## config.mk

```make
export PLATFORM = sky130hd
export DESIGN_NAME = strdesc_regs
export DESIGN_NICKNAME = d
export VERILOG_FILES = /design/src/hw/strdesc_pkg.sv /design/src/hw/strbyte_array.sv /design/src/hw/strdesc_regs.sv
export SDC_FILE = /design/constraint.sdc
export NUM_CORES = 2
export LEC_CHECK = 0
export BUFFER_PORTS_ARGS = -buffer_cell sky130_fd_sc_hd__buf_2
export CAP_MARGIN = 20
export CORE_MARGIN = 2
export CORE_UTILIZATION = 61
export CTS_BUF_LIST = sky130_fd_sc_hd__clkbuf_8 sky130_fd_sc_hd__clkbuf_16
export DETAILED_ROUTE_END_ITERATION = 10
export PLACE_DENSITY = 0.87
export SYNTH_ARGS = -nofsm -noshare
export SYNTH_HDL_FRONTEND = slang
export SYNTH_SLANG_ARGS = --single-unit
```

## constraint.sdc

```tcl
create_clock -name clk_sys_i -period 34.2 [get_ports clk_sys_i]
set_clock_uncertainty 0.1 [all_clocks]
set_input_delay 5.13 -clock clk_sys_i [delete_from_list [all_inputs] [get_ports clk_sys_i]]
set_output_delay 5.13 -clock clk_sys_i [all_outputs]
set_load 0.05 [all_outputs]
```

## src/hw/strdesc_pkg.sv

```systemverilog
// constants and carrier types for the string descriptor register bank
package strdesc_pkg;

	// ----------------------------------------------------------------
	// register offsets
	// ----------------------------------------------------------------
	localparam logic [7:0]  LANG_HIGH_ADDR   = 8'h21;
	localparam logic [7:0]  SER_LEN_ADDR     = 8'h22;
	localparam logic [7:0]  MKR_LEN_ADDR     = 8'h23;
	localparam logic [7:0]  SER_BASE         = 8'h30;
	localparam logic [7:0]  MKR_BASE         = 8'h50;

	// ----------------------------------------------------------------
	// array sizes and field widths
	// ----------------------------------------------------------------
	localparam int unsigned SER_DEPTH        = 32;
	localparam int unsigned MKR_DEPTH        = 64;
	localparam int unsigned DATA_W           = 8;
	localparam int unsigned SER_LEN_W        = 6;
	localparam int unsigned MKR_LEN_W        = 7;
	localparam int unsigned OFFSET_W         = 7;

	// ----------------------------------------------------------------
	// reset values
	// ----------------------------------------------------------------
	localparam logic [7:0]  LANG_HIGH_RST    = 8'h04;
	localparam logic [7:0]  LANG_LOW_DEFAULT = 8'h09;
	localparam logic [5:0]  SER_LEN_RST      = 6'h14;
	localparam logic [6:0]  MKR_LEN_RST      = 7'h00;

	// ----------------------------------------------------------------
	// string indices and fixed lengths
	// ----------------------------------------------------------------
	localparam logic [7:0]  IDX_LANG         = 8'h00;
	localparam logic [7:0]  IDX_SER          = 8'h01;
	localparam logic [7:0]  IDX_MKR          = 8'h03;
	localparam logic [6:0]  LANG_STR_LEN     = 7'h02;

	// ----------------------------------------------------------------
	// carriers
	// ----------------------------------------------------------------
	typedef struct packed
	{
		logic       we;
		logic [7:0] addr;
		logic [7:0] data;
	} cfg_write_t;

	typedef struct packed
	{
		logic       valid;
		logic       present;
		logic [6:0] len;
		logic [7:0] data;
	} desc_answer_t;

	typedef enum logic
	{
		ST_LOAD = 1'b0,
		ST_RUN  = 1'b1
	} init_state_t;

endpackage

```

## src/hw/strbyte_array.sv

```systemverilog
// byte array of string data with one write port and two read ports
`timescale 1ns/10ps
module strbyte_array
#(
	parameter int unsigned DEPTH = 32,
	parameter int unsigned AW    = 5
)
(
	// clock and reset
	input  wire logic             clk_sys_i,
	input  wire logic             rst_i,
	// bulk initial load
	input  wire logic             init_we_i,
	input  wire logic [DEPTH*8-1:0] init_data_i,
	// byte write
	input  wire logic             wr_en_i,
	input  wire logic [AW-1:0]    wr_idx_i,
	input  wire logic [7:0]       wr_data_i,
	// read ports
	input  wire logic [AW-1:0]    rd_a_idx_i,
	output logic      [7:0]       rd_a_data_o,
	input  wire logic [AW-1:0]    rd_b_idx_i,
	output logic      [7:0]       rd_b_data_o
);

	logic [7:0] mem [DEPTH];

	assign rd_a_data_o = mem[rd_a_idx_i];
	assign rd_b_data_o = mem[rd_b_idx_i];

	always_ff @(posedge clk_sys_i or posedge rst_i)
	begin
		if (rst_i)
		begin
			for (int i = 0; i < DEPTH; i++)
				mem[i] <= 8'h00;
		end
		else if (init_we_i)
		begin
			for (int i = 0; i < DEPTH; i++)
				mem[i] <= init_data_i[i*8 +: 8];
		end
		else if (wr_en_i)
			mem[wr_idx_i] <= wr_data_i;
	end

endmodule

```

## src/hw/strdesc_regs.sv

```systemverilog
// string descriptor configuration registers and string byte fetch
`timescale 1ns/10ps
module strdesc_regs
	import strdesc_pkg::*;
#(
	parameter int unsigned SER_DEPTH_P   = SER_DEPTH,
	parameter int unsigned MKR_DEPTH_P   = MKR_DEPTH,
	parameter logic [7:0]  LANG_LOW_BYTE = LANG_LOW_DEFAULT
)
(
	// clock and reset
	input  wire logic                     clk_sys_i,
	input  wire logic                     rst_i,
	// configuration sources
	input  wire strdesc_pkg::cfg_write_t  host_wr_i,
	input  wire strdesc_pkg::cfg_write_t  ee_wr_i,
	input  wire logic                     custom_text_enable_i,
	input  wire logic                     custom_serial_enable_i,
	input  wire logic [SER_DEPTH_P*8-1:0] die_id_i,
	// register read back
	input  wire logic [7:0]               cfg_rd_addr_i,
	output logic      [7:0]               cfg_rdata_o,
	// string fetch
	input  wire logic                     desc_req_i,
	input  wire logic [7:0]               desc_index_i,
	input  wire logic [6:0]               desc_offset_i,
	output strdesc_pkg::desc_answer_t     desc_o,
	// field status
	output logic                          load_done_o,
	output logic      [7:0]               language_id_high_byte_o,
	output logic      [5:0]               serial_string_length_o,
	output logic      [6:0]               maker_string_length_o
);
	import strdesc_pkg::*;

	localparam int unsigned SER_AW = $clog2(SER_DEPTH_P);
	localparam int unsigned MKR_AW = $clog2(MKR_DEPTH_P);

	// ----------------------------------------------------------------
	// decode helpers
	// ----------------------------------------------------------------
	function automatic logic in_window(input logic [7:0] a,
		input logic [7:0] base, input int unsigned depth);
		return (int'(a) >= int'(base)) &&
			(int'(a) < int'(base) + int'(depth));
	endfunction

	function automatic logic [7:0] pad_ser(input logic [5:0] v);
		return {{(DATA_W - SER_LEN_W){1'b0}}, v};
	endfunction

	function automatic logic [7:0] pad_mkr(input logic [6:0] v);
		return {{(DATA_W - MKR_LEN_W){1'b0}}, v};
	endfunction

	// ----------------------------------------------------------------
	// state and fields
	// ----------------------------------------------------------------
	init_state_t  st;
	logic [7:0]   lang_high;
	logic [5:0]   ser_len;
	logic [6:0]   mkr_len;
	desc_answer_t desc_q;
	logic [7:0]   rdata_q;

	// ----------------------------------------------------------------
	// write decode
	// ----------------------------------------------------------------
	cfg_write_t        wreq;
	logic              take;
	logic              wr_lang;
	logic              wr_ser_len;
	logic              wr_mkr_len;
	logic              wr_ser_byte;
	logic              wr_mkr_byte;
	logic [7:0]        ser_wr_off;
	logic [7:0]        mkr_wr_off;

	// eeprom load wins a collision with a host write
	assign wreq        = ee_wr_i.we ? ee_wr_i : host_wr_i;
	// nothing is taken while fuse defaults are being placed
	assign take        = wreq.we && (st == ST_RUN);
	assign wr_lang     = take && (wreq.addr == LANG_HIGH_ADDR)
		&& custom_text_enable_i;
	assign wr_ser_len  = take && (wreq.addr == SER_LEN_ADDR);
	assign wr_mkr_len  = take && (wreq.addr == MKR_LEN_ADDR);
	assign wr_ser_byte = take && in_window(wreq.addr, SER_BASE,
		SER_DEPTH_P) && custom_serial_enable_i;
	assign wr_mkr_byte = take && in_window(wreq.addr, MKR_BASE,
		MKR_DEPTH_P);
	assign ser_wr_off  = wreq.addr - SER_BASE;
	assign mkr_wr_off  = wreq.addr - MKR_BASE;

	// ----------------------------------------------------------------
	// string storage
	// ----------------------------------------------------------------
	logic [7:0]        ser_rd_off;
	logic [7:0]        mkr_rd_off;
	logic [7:0]        ser_rd_a;
	logic [7:0]        ser_rd_b;
	logic [7:0]        mkr_rd_a;
	logic [7:0]        mkr_rd_b;

	assign ser_rd_off = cfg_rd_addr_i - SER_BASE;
	assign mkr_rd_off = cfg_rd_addr_i - MKR_BASE;

	// fuse die id is same-clock logic, taken in the load cycle
	strbyte_array #(.DEPTH(SER_DEPTH_P), .AW(SER_AW)) u_ser
	(
		.clk_sys_i   (clk_sys_i),
		.rst_i       (rst_i),
		.init_we_i   (st == ST_LOAD),
		.init_data_i (die_id_i),
		.wr_en_i     (wr_ser_byte),
		.wr_idx_i    (ser_wr_off[SER_AW-1:0]),
		.wr_data_i   (wreq.data),
		.rd_a_idx_i  (ser_rd_off[SER_AW-1:0]),
		.rd_a_data_o (ser_rd_a),
		.rd_b_idx_i  (desc_offset_i[SER_AW-1:0]),
		.rd_b_data_o (ser_rd_b)
	);

	strbyte_array #(.DEPTH(MKR_DEPTH_P), .AW(MKR_AW)) u_mkr
	(
		.clk_sys_i   (clk_sys_i),
		.rst_i       (rst_i),
		.init_we_i   (1'b0),
		.init_data_i ('0),
		.wr_en_i     (wr_mkr_byte),
		.wr_idx_i    (mkr_wr_off[MKR_AW-1:0]),
		.wr_data_i   (wreq.data),
		.rd_a_idx_i  (mkr_rd_off[MKR_AW-1:0]),
		.rd_a_data_o (mkr_rd_a),
		.rd_b_idx_i  (desc_offset_i[MKR_AW-1:0]),
		.rd_b_data_o (mkr_rd_b)
	);

	// ----------------------------------------------------------------
	// register read back
	// ----------------------------------------------------------------
	logic [7:0]        next_rdata;

	assign next_rdata =
		(cfg_rd_addr_i == LANG_HIGH_ADDR) ? lang_high :
		(cfg_rd_addr_i == SER_LEN_ADDR)   ? pad_ser(ser_len) :
		(cfg_rd_addr_i == MKR_LEN_ADDR)   ? pad_mkr(mkr_len) :
		in_window(cfg_rd_addr_i, SER_BASE, SER_DEPTH_P) ? ser_rd_a :
		in_window(cfg_rd_addr_i, MKR_BASE, MKR_DEPTH_P) ? mkr_rd_a :
		8'h00;

	// ----------------------------------------------------------------
	// string fetch
	// ----------------------------------------------------------------
	logic              is_lang;
	logic              is_ser;
	logic              is_mkr;
	logic [6:0]        sel_len;
	logic              in_str;
	logic              ser_fits;
	logic              mkr_fits;
	logic [7:0]        lang_byte;
	logic [7:0]        sel_byte;
	desc_answer_t      next_desc;

	assign is_lang   = desc_index_i == IDX_LANG;
	assign is_ser    = desc_index_i == IDX_SER;
	assign is_mkr    = desc_index_i == IDX_MKR;
	// a single language code, so index 0 always carries two bytes
	assign sel_len   = is_lang ? LANG_STR_LEN :
		is_ser ? {1'b0, ser_len} :
		is_mkr ? mkr_len : 7'h00;
	assign in_str    = desc_offset_i < sel_len;
	// a length beyond the array gives zero bytes, not wrapped data
	assign ser_fits  = int'(desc_offset_i) < int'(SER_DEPTH_P);
	assign mkr_fits  = int'(desc_offset_i) < int'(MKR_DEPTH_P);
	assign lang_byte = (desc_offset_i == 7'h00) ? LANG_LOW_BYTE :
		lang_high;
	assign sel_byte  = !in_str ? 8'h00 :
		is_lang ? lang_byte :
		is_ser  ? (ser_fits ? ser_rd_b : 8'h00) :
		(mkr_fits ? mkr_rd_b : 8'h00);
	assign next_desc.valid   = desc_req_i;
	assign next_desc.present = desc_req_i ? (sel_len != 7'h00) :
		desc_q.present;
	assign next_desc.len     = desc_req_i ? sel_len : desc_q.len;
	assign next_desc.data    = desc_req_i ? sel_byte : desc_q.data;

	// ----------------------------------------------------------------
	// flip-flops
	// ----------------------------------------------------------------
	always_ff @(posedge clk_sys_i or posedge rst_i)
	begin
		if (rst_i)
		begin
			st        <= ST_LOAD;
			lang_high <= LANG_HIGH_RST;
			ser_len   <= SER_LEN_RST;
			mkr_len   <= MKR_LEN_RST;
			rdata_q   <= 8'h00;
			desc_q    <= '0;
		end
		else
		begin
			st      <= ST_RUN;
			rdata_q <= next_rdata;
			desc_q  <= next_desc;
			if (wr_lang)
				lang_high <= wreq.data;
			if (wr_ser_len)
				ser_len <= wreq.data[SER_LEN_W-1:0];
			if (wr_mkr_len)
				mkr_len <= wreq.data[MKR_LEN_W-1:0];
		end
	end

	assign cfg_rdata_o             = rdata_q;
	assign desc_o                  = desc_q;
	assign load_done_o             = st == ST_RUN;
	assign language_id_high_byte_o = lang_high;
	assign serial_string_length_o  = ser_len;
	assign maker_string_length_o   = mkr_len;

	// ----------------------------------------------------------------
	// checks
	// ----------------------------------------------------------------
	property p_reset_values;
		@(posedge clk_sys_i) disable iff (rst_i)
		st == ST_LOAD |-> lang_high == 8'h04 && ser_len == 6'h14
			&& mkr_len == 7'h00;
	endproperty
	a_reset_values: assert property (p_reset_values)
		else $error("length or language field off its reset value");

	property p_lang_locked;
		@(posedge clk_sys_i) disable iff (rst_i)
		take && wreq.addr == LANG_HIGH_ADDR && !custom_text_enable_i
			|=> $stable(lang_high);
	endproperty
	a_lang_locked: assert property (p_lang_locked)
		else $error("language byte changed without custom strings");

	property p_lang_write;
		@(posedge clk_sys_i) disable iff (rst_i)
		take && wreq.addr == LANG_HIGH_ADDR && custom_text_enable_i
			|=> ##1 cfg_rdata_o == $past(wreq.data, 2)
			|| $past(cfg_rd_addr_i) != LANG_HIGH_ADDR;
	endproperty
	a_lang_write: assert property (p_lang_write)
		else $error("language byte read back differs from write");

	property p_ser_rsvd;
		@(posedge clk_sys_i) disable iff (rst_i)
		cfg_rd_addr_i == SER_LEN_ADDR |=> cfg_rdata_o[7:6] == 2'b00;
	endproperty
	a_ser_rsvd: assert property (p_ser_rsvd)
		else $error("serial length reserved bits not zero");

	property p_mkr_rsvd;
		@(posedge clk_sys_i) disable iff (rst_i)
		cfg_rd_addr_i == MKR_LEN_ADDR |=> cfg_rdata_o[7] == 1'b0;
	endproperty
	a_mkr_rsvd: assert property (p_mkr_rsvd)
		else $error("maker length reserved bit not zero");

	property p_ser_len_write;
		@(posedge clk_sys_i) disable iff (rst_i)
		take && wreq.addr == SER_LEN_ADDR
			|=> ser_len == $past(wreq.data[5:0]);
	endproperty
	a_ser_len_write: assert property (p_ser_len_write)
		else $error("serial length did not take the written value");

	property p_lang_one;
		@(posedge clk_sys_i) disable iff (rst_i)
		desc_req_i && is_lang |=> desc_o.valid && desc_o.len == 7'h02
			&& desc_o.present;
	endproperty
	a_lang_one: assert property (p_lang_one)
		else $error("index 0 does not report one language code");

	property p_ser_fetch;
		@(posedge clk_sys_i) disable iff (rst_i)
		desc_req_i && is_ser && ser_len != 6'h00
			|=> desc_o.valid && desc_o.len == {1'b0, $past(ser_len)};
	endproperty
	a_ser_fetch: assert property (p_ser_fetch)
		else $error("serial string length answered wrongly");

	property p_mkr_fetch;
		@(posedge clk_sys_i) disable iff (rst_i)
		desc_req_i && is_mkr && mkr_len != 7'h00
			|=> desc_o.present && desc_o.len == $past(mkr_len);
	endproperty
	a_mkr_fetch: assert property (p_mkr_fetch)
		else $error("maker string length answered wrongly");

	property p_past_end;
		@(posedge clk_sys_i) disable iff (rst_i)
		desc_req_i && desc_offset_i >= sel_len |=> desc_o.data == 8'h00;
	endproperty
	a_past_end: assert property (p_past_end)
		else $error("byte beyond string end not zero");

endmodule

```

==> results.md <==
- Fmax achieved: 111 MHz
- Area of the multi-input gates: 25300 µm²
- Antenna-violating nets left: 0
- Clock-pin slew reported for the worst setup and hold paths after clock tree synthesis: 0.07 ns
- Main area contributors after synthesis: dfrtp_1 (43%), mux4_2 (19%), mux2_2 (12%)
- Total core area: 77200 µm²
- Status: finished clean
- Chip width: 283 µm
- Setup Fix Bufs, Post-CTS: 0
- Clk root buf: clkbuf_16
- Vias in the first global route: 37700
- Logic gate share of total power: 17.6%
- Avg WL per Cell: 32.2 µm
- Buffers on Ports: 364
- Crit-path slowest cell: buf_4
- Post-Syn Area per Cell: 12.2 µm²
- Launch point of the worst path: cfg_rd_addr_i[0]
- Max transition margin: 14.0%
- Largest net degree at the start of global routing: 170
- Full die area: about 80000 µm²
- Post-route cell area: between 50000 and 60000 µm²
- Final #Nets: 4357
- Hold depth: 2
- Highest routed layer: met5
- Yosys top cell by area: dfrtp_1
- H-tree depth: 3
- HPWL Detailed: 106000 µm
- Most common cell after layout, fill and taps aside: dfrtp_1
- Final setup vio count: 0
- RR Startpoint: load_done_o
- Residual DRC: 0
- Synthesis-stage register bit count: 815
- Max Root-Sink Buffers: 3
- Starting Density: between 60% and 70%
- Die H: 283 µm
- Mapped Cells: 3874
- Total global-route track usage: 41.1%
- Unrepaired setup endpoints after global routing: no
- Num CTS Buffers: 85
- Post-synth EDFFs: 0
- Worst Path Class, Setup: in -> reg
- Most frequent cells in the layout: dfrtp_1 (811), mux2_2 (524), nor2_1 (492), a21oi_1 (483), mux4_2 (403)
- Clock power share: 37.9%
- Setup_tns: 0 ns
- M1 WL: 52900 µm
- Resize count post-CTS: 0
- Area Overhead vs Synth: 10.4%
- Sequential element share of the synthesized area: approximately 43%
- CTS sink count: 815
- Skew-Pair Late Insertion Delay: 0.66 ns
- Metal3 WL: roughly 27000 µm
- Leakage: 22.9 nW
- Data required, critical path: around 35 ns
- Core Util, Final: about 68%
- Largest stage delay, worst path: 0.90 ns
- DP Area: 49400 µm²
- Cells on worst reg2reg path: 7
- Post-synth top flop: dfrtp_1
- DR vias: 38600
- Site Rows: 102
- Seq pwr share: 44.4%
- Critical Path Source Type: input pin
- Grt ovf: 0
- CP arrival: 9.52 ns
- Post-route minimum period: approximately 9 ns
- Hold buffers post-CTS: 0
- Distinct cells, synth: between 70 and 80
- Final cycle utilization of the critical path: 26.5%
- Initial antenna violation count: 21
- Final hold violations: 0
- Worst Hold Class: reg -> reg
- Worst-Margin Slew: 1.28 ns
- CTS tree: built
- Async set or reset register ratio after synthesis: 100%
- Switching Share: 29.0%
- Starting DRT DRC Count: 6683
- DP Cell Count: about 5000
- Non-filler cells, final: roughly 5100
- Hold Slack: 0.402 ns
- Cell area power density: between 40 and 50 nW/µm²
- Gpl congestion: ~1.1
- Psw: ~0.00073 W
- CP Max Fanout: 76
- MaxCap Viol Count: 0
- Net count after synthesis: 4201
- Synthesized cell area: roughly 47000 µm²
- CP cell instances: buf_8, buf_4, buf_4, mux2i_1, a22oi_1, nand2_1, o21ai_0, o21ai_0, and4_1, o22ai_1
- First-pass GRT wire length: 240000 µm
- Internal: 0.00179 W
- Max-slew violations: 0
- Share of cells above drive strength 1: 39.1%
- Register Area: roughly 20000 µm²
- IO Count: 365
- Detailed Route WL: 166000 µm
- Hold_sp: u_mkr.mem[227]
- Vias per cell: 7.50
- Fillers: 5039
- Met2 routed WL: between 70000 and 80000 µm
- Peak VDD IR: 0.0436 mV
- Worst setup EP type: flop
- Top cell type's share of synthesized area: roughly 43%
- 1st-pass router iterations: 6
- Synth Warn #: 0
[per-layer routing]
| layer | vias to the layer above | GRT usage [%] |
|---|---|---|
| met3 | 1054 | 19.4 |
| met5 | - | 1.59 |
| li1 | 14800 | - |
| met1 | 19000 | 50.8 |
| met4 | 24 | 25.4 |
| met2 | 3726 | 58.3 |
[power groups by stage]
| stage | clock network, W | registers, W | logic (W) |
|---|---|---|---|
| global route | 0.000984 | 0.00112 | 0.000462 |
| global placement | 0 | 0.00112 | 0.000406 |
| CTS | 0.000947 | 0.00111 | 0.000427 |
| detailed placement | 0 | 0.00112 | 0.000420 |
| finish | 0.000955 | 0.00112 | 0.000444 |
| floorplan | 0 | 0.00111 | 0.000297 |
[Yosys cell counts, drive strengths merged, types with 2 or more instances]
library cell,instances
o21a,2
buf,168
o211ai,7
mux2i,137
a21oi,485
o311ai,2
a21o,3
o221ai,2
nor4,5
inv,24
nor2b,18
a211oi,5
a41oi,2
or3b,3
nor2,500
or3,11
nand2b,6
clkinv,2
o32ai,2
and3,8
nor4b,2
o21ai,129
a22oi,56
a32oi,6
mux4,403
a221oi,3
or2,4
o2bb2ai,2
and2,3
dfstp,3
ha,9
nor3b,2
nand3,43
nor3,93
o32a,5
mux2,531
clkbuf,181
dfrtp,812
nand4,3
a311oi,3
nand2,160
a22o,2
o2111ai,2
a31oi,13
o22ai,3
[final timing paths]
check / end / slack, ns
hold / removal: u_mkr.mem[227] / 0.40
setup reg to reg: u_ser.mem[2] / 30.80
hold reg to reg: u_mkr.mem[227] / 0.40
max in group asynchronous: u_ser.mem[80] / 27.10
min in group asynchronous: u_mkr.mem[227] / 4.29
setup / recovery: cfg_rdata_o[4] / 25.15
[sequential cells by signal, indices dropped and copies added, names as in the netlist]
name,cells
u_ser.mem,256
u_mkr.mem,512
serial_string_length_o,6
cfg_rdata_o,8
language_id_high_byte_o,8
maker_string_length_o,7
desc_o,17
load_done_o,1
[through the flow]
stage	setup slack (ns)	power, W
after floorplan	6.08	0.00140
after global placement	24.71	0.00152
after detailed placement	24.62	0.00154
after CTS	25.27	0.00248
after global routing	24.88	0.00257
final	25.15	0.00252
[critical path, delay by kind of cell]
family	cells	cell delay (ns)
buffers and inverters	3	2.32
multiplexers	1	0.22
AND/OR/NAND/NOR	2	0.31
AO/OA/AOI/OAI	4	1.39
[cells by family after synthesis]
logic type | Yosys count | synth area share (%)
compound gates | 739 | 8.68
fa+ha+maj | 9 | 0.237
buf+inv | 375 | 3.89
flops | 815 | 43.0
mux | 1071 | 34.6
other cells | 1 | 0.00791
simple gates | 864 | 9.53
[area by class of cell]
type,count,area share (%)
inverter,26,0.201
timing repair buffer,418,4.56
antenna,10,0.0478
clock buffer,104,4.65
tap,1040,2.48
multi-input combinational,2684,48.4
clock inverter,47,0.748
sequential,815,39.0
Note: power is estimated with default switching activity, not from simulation.
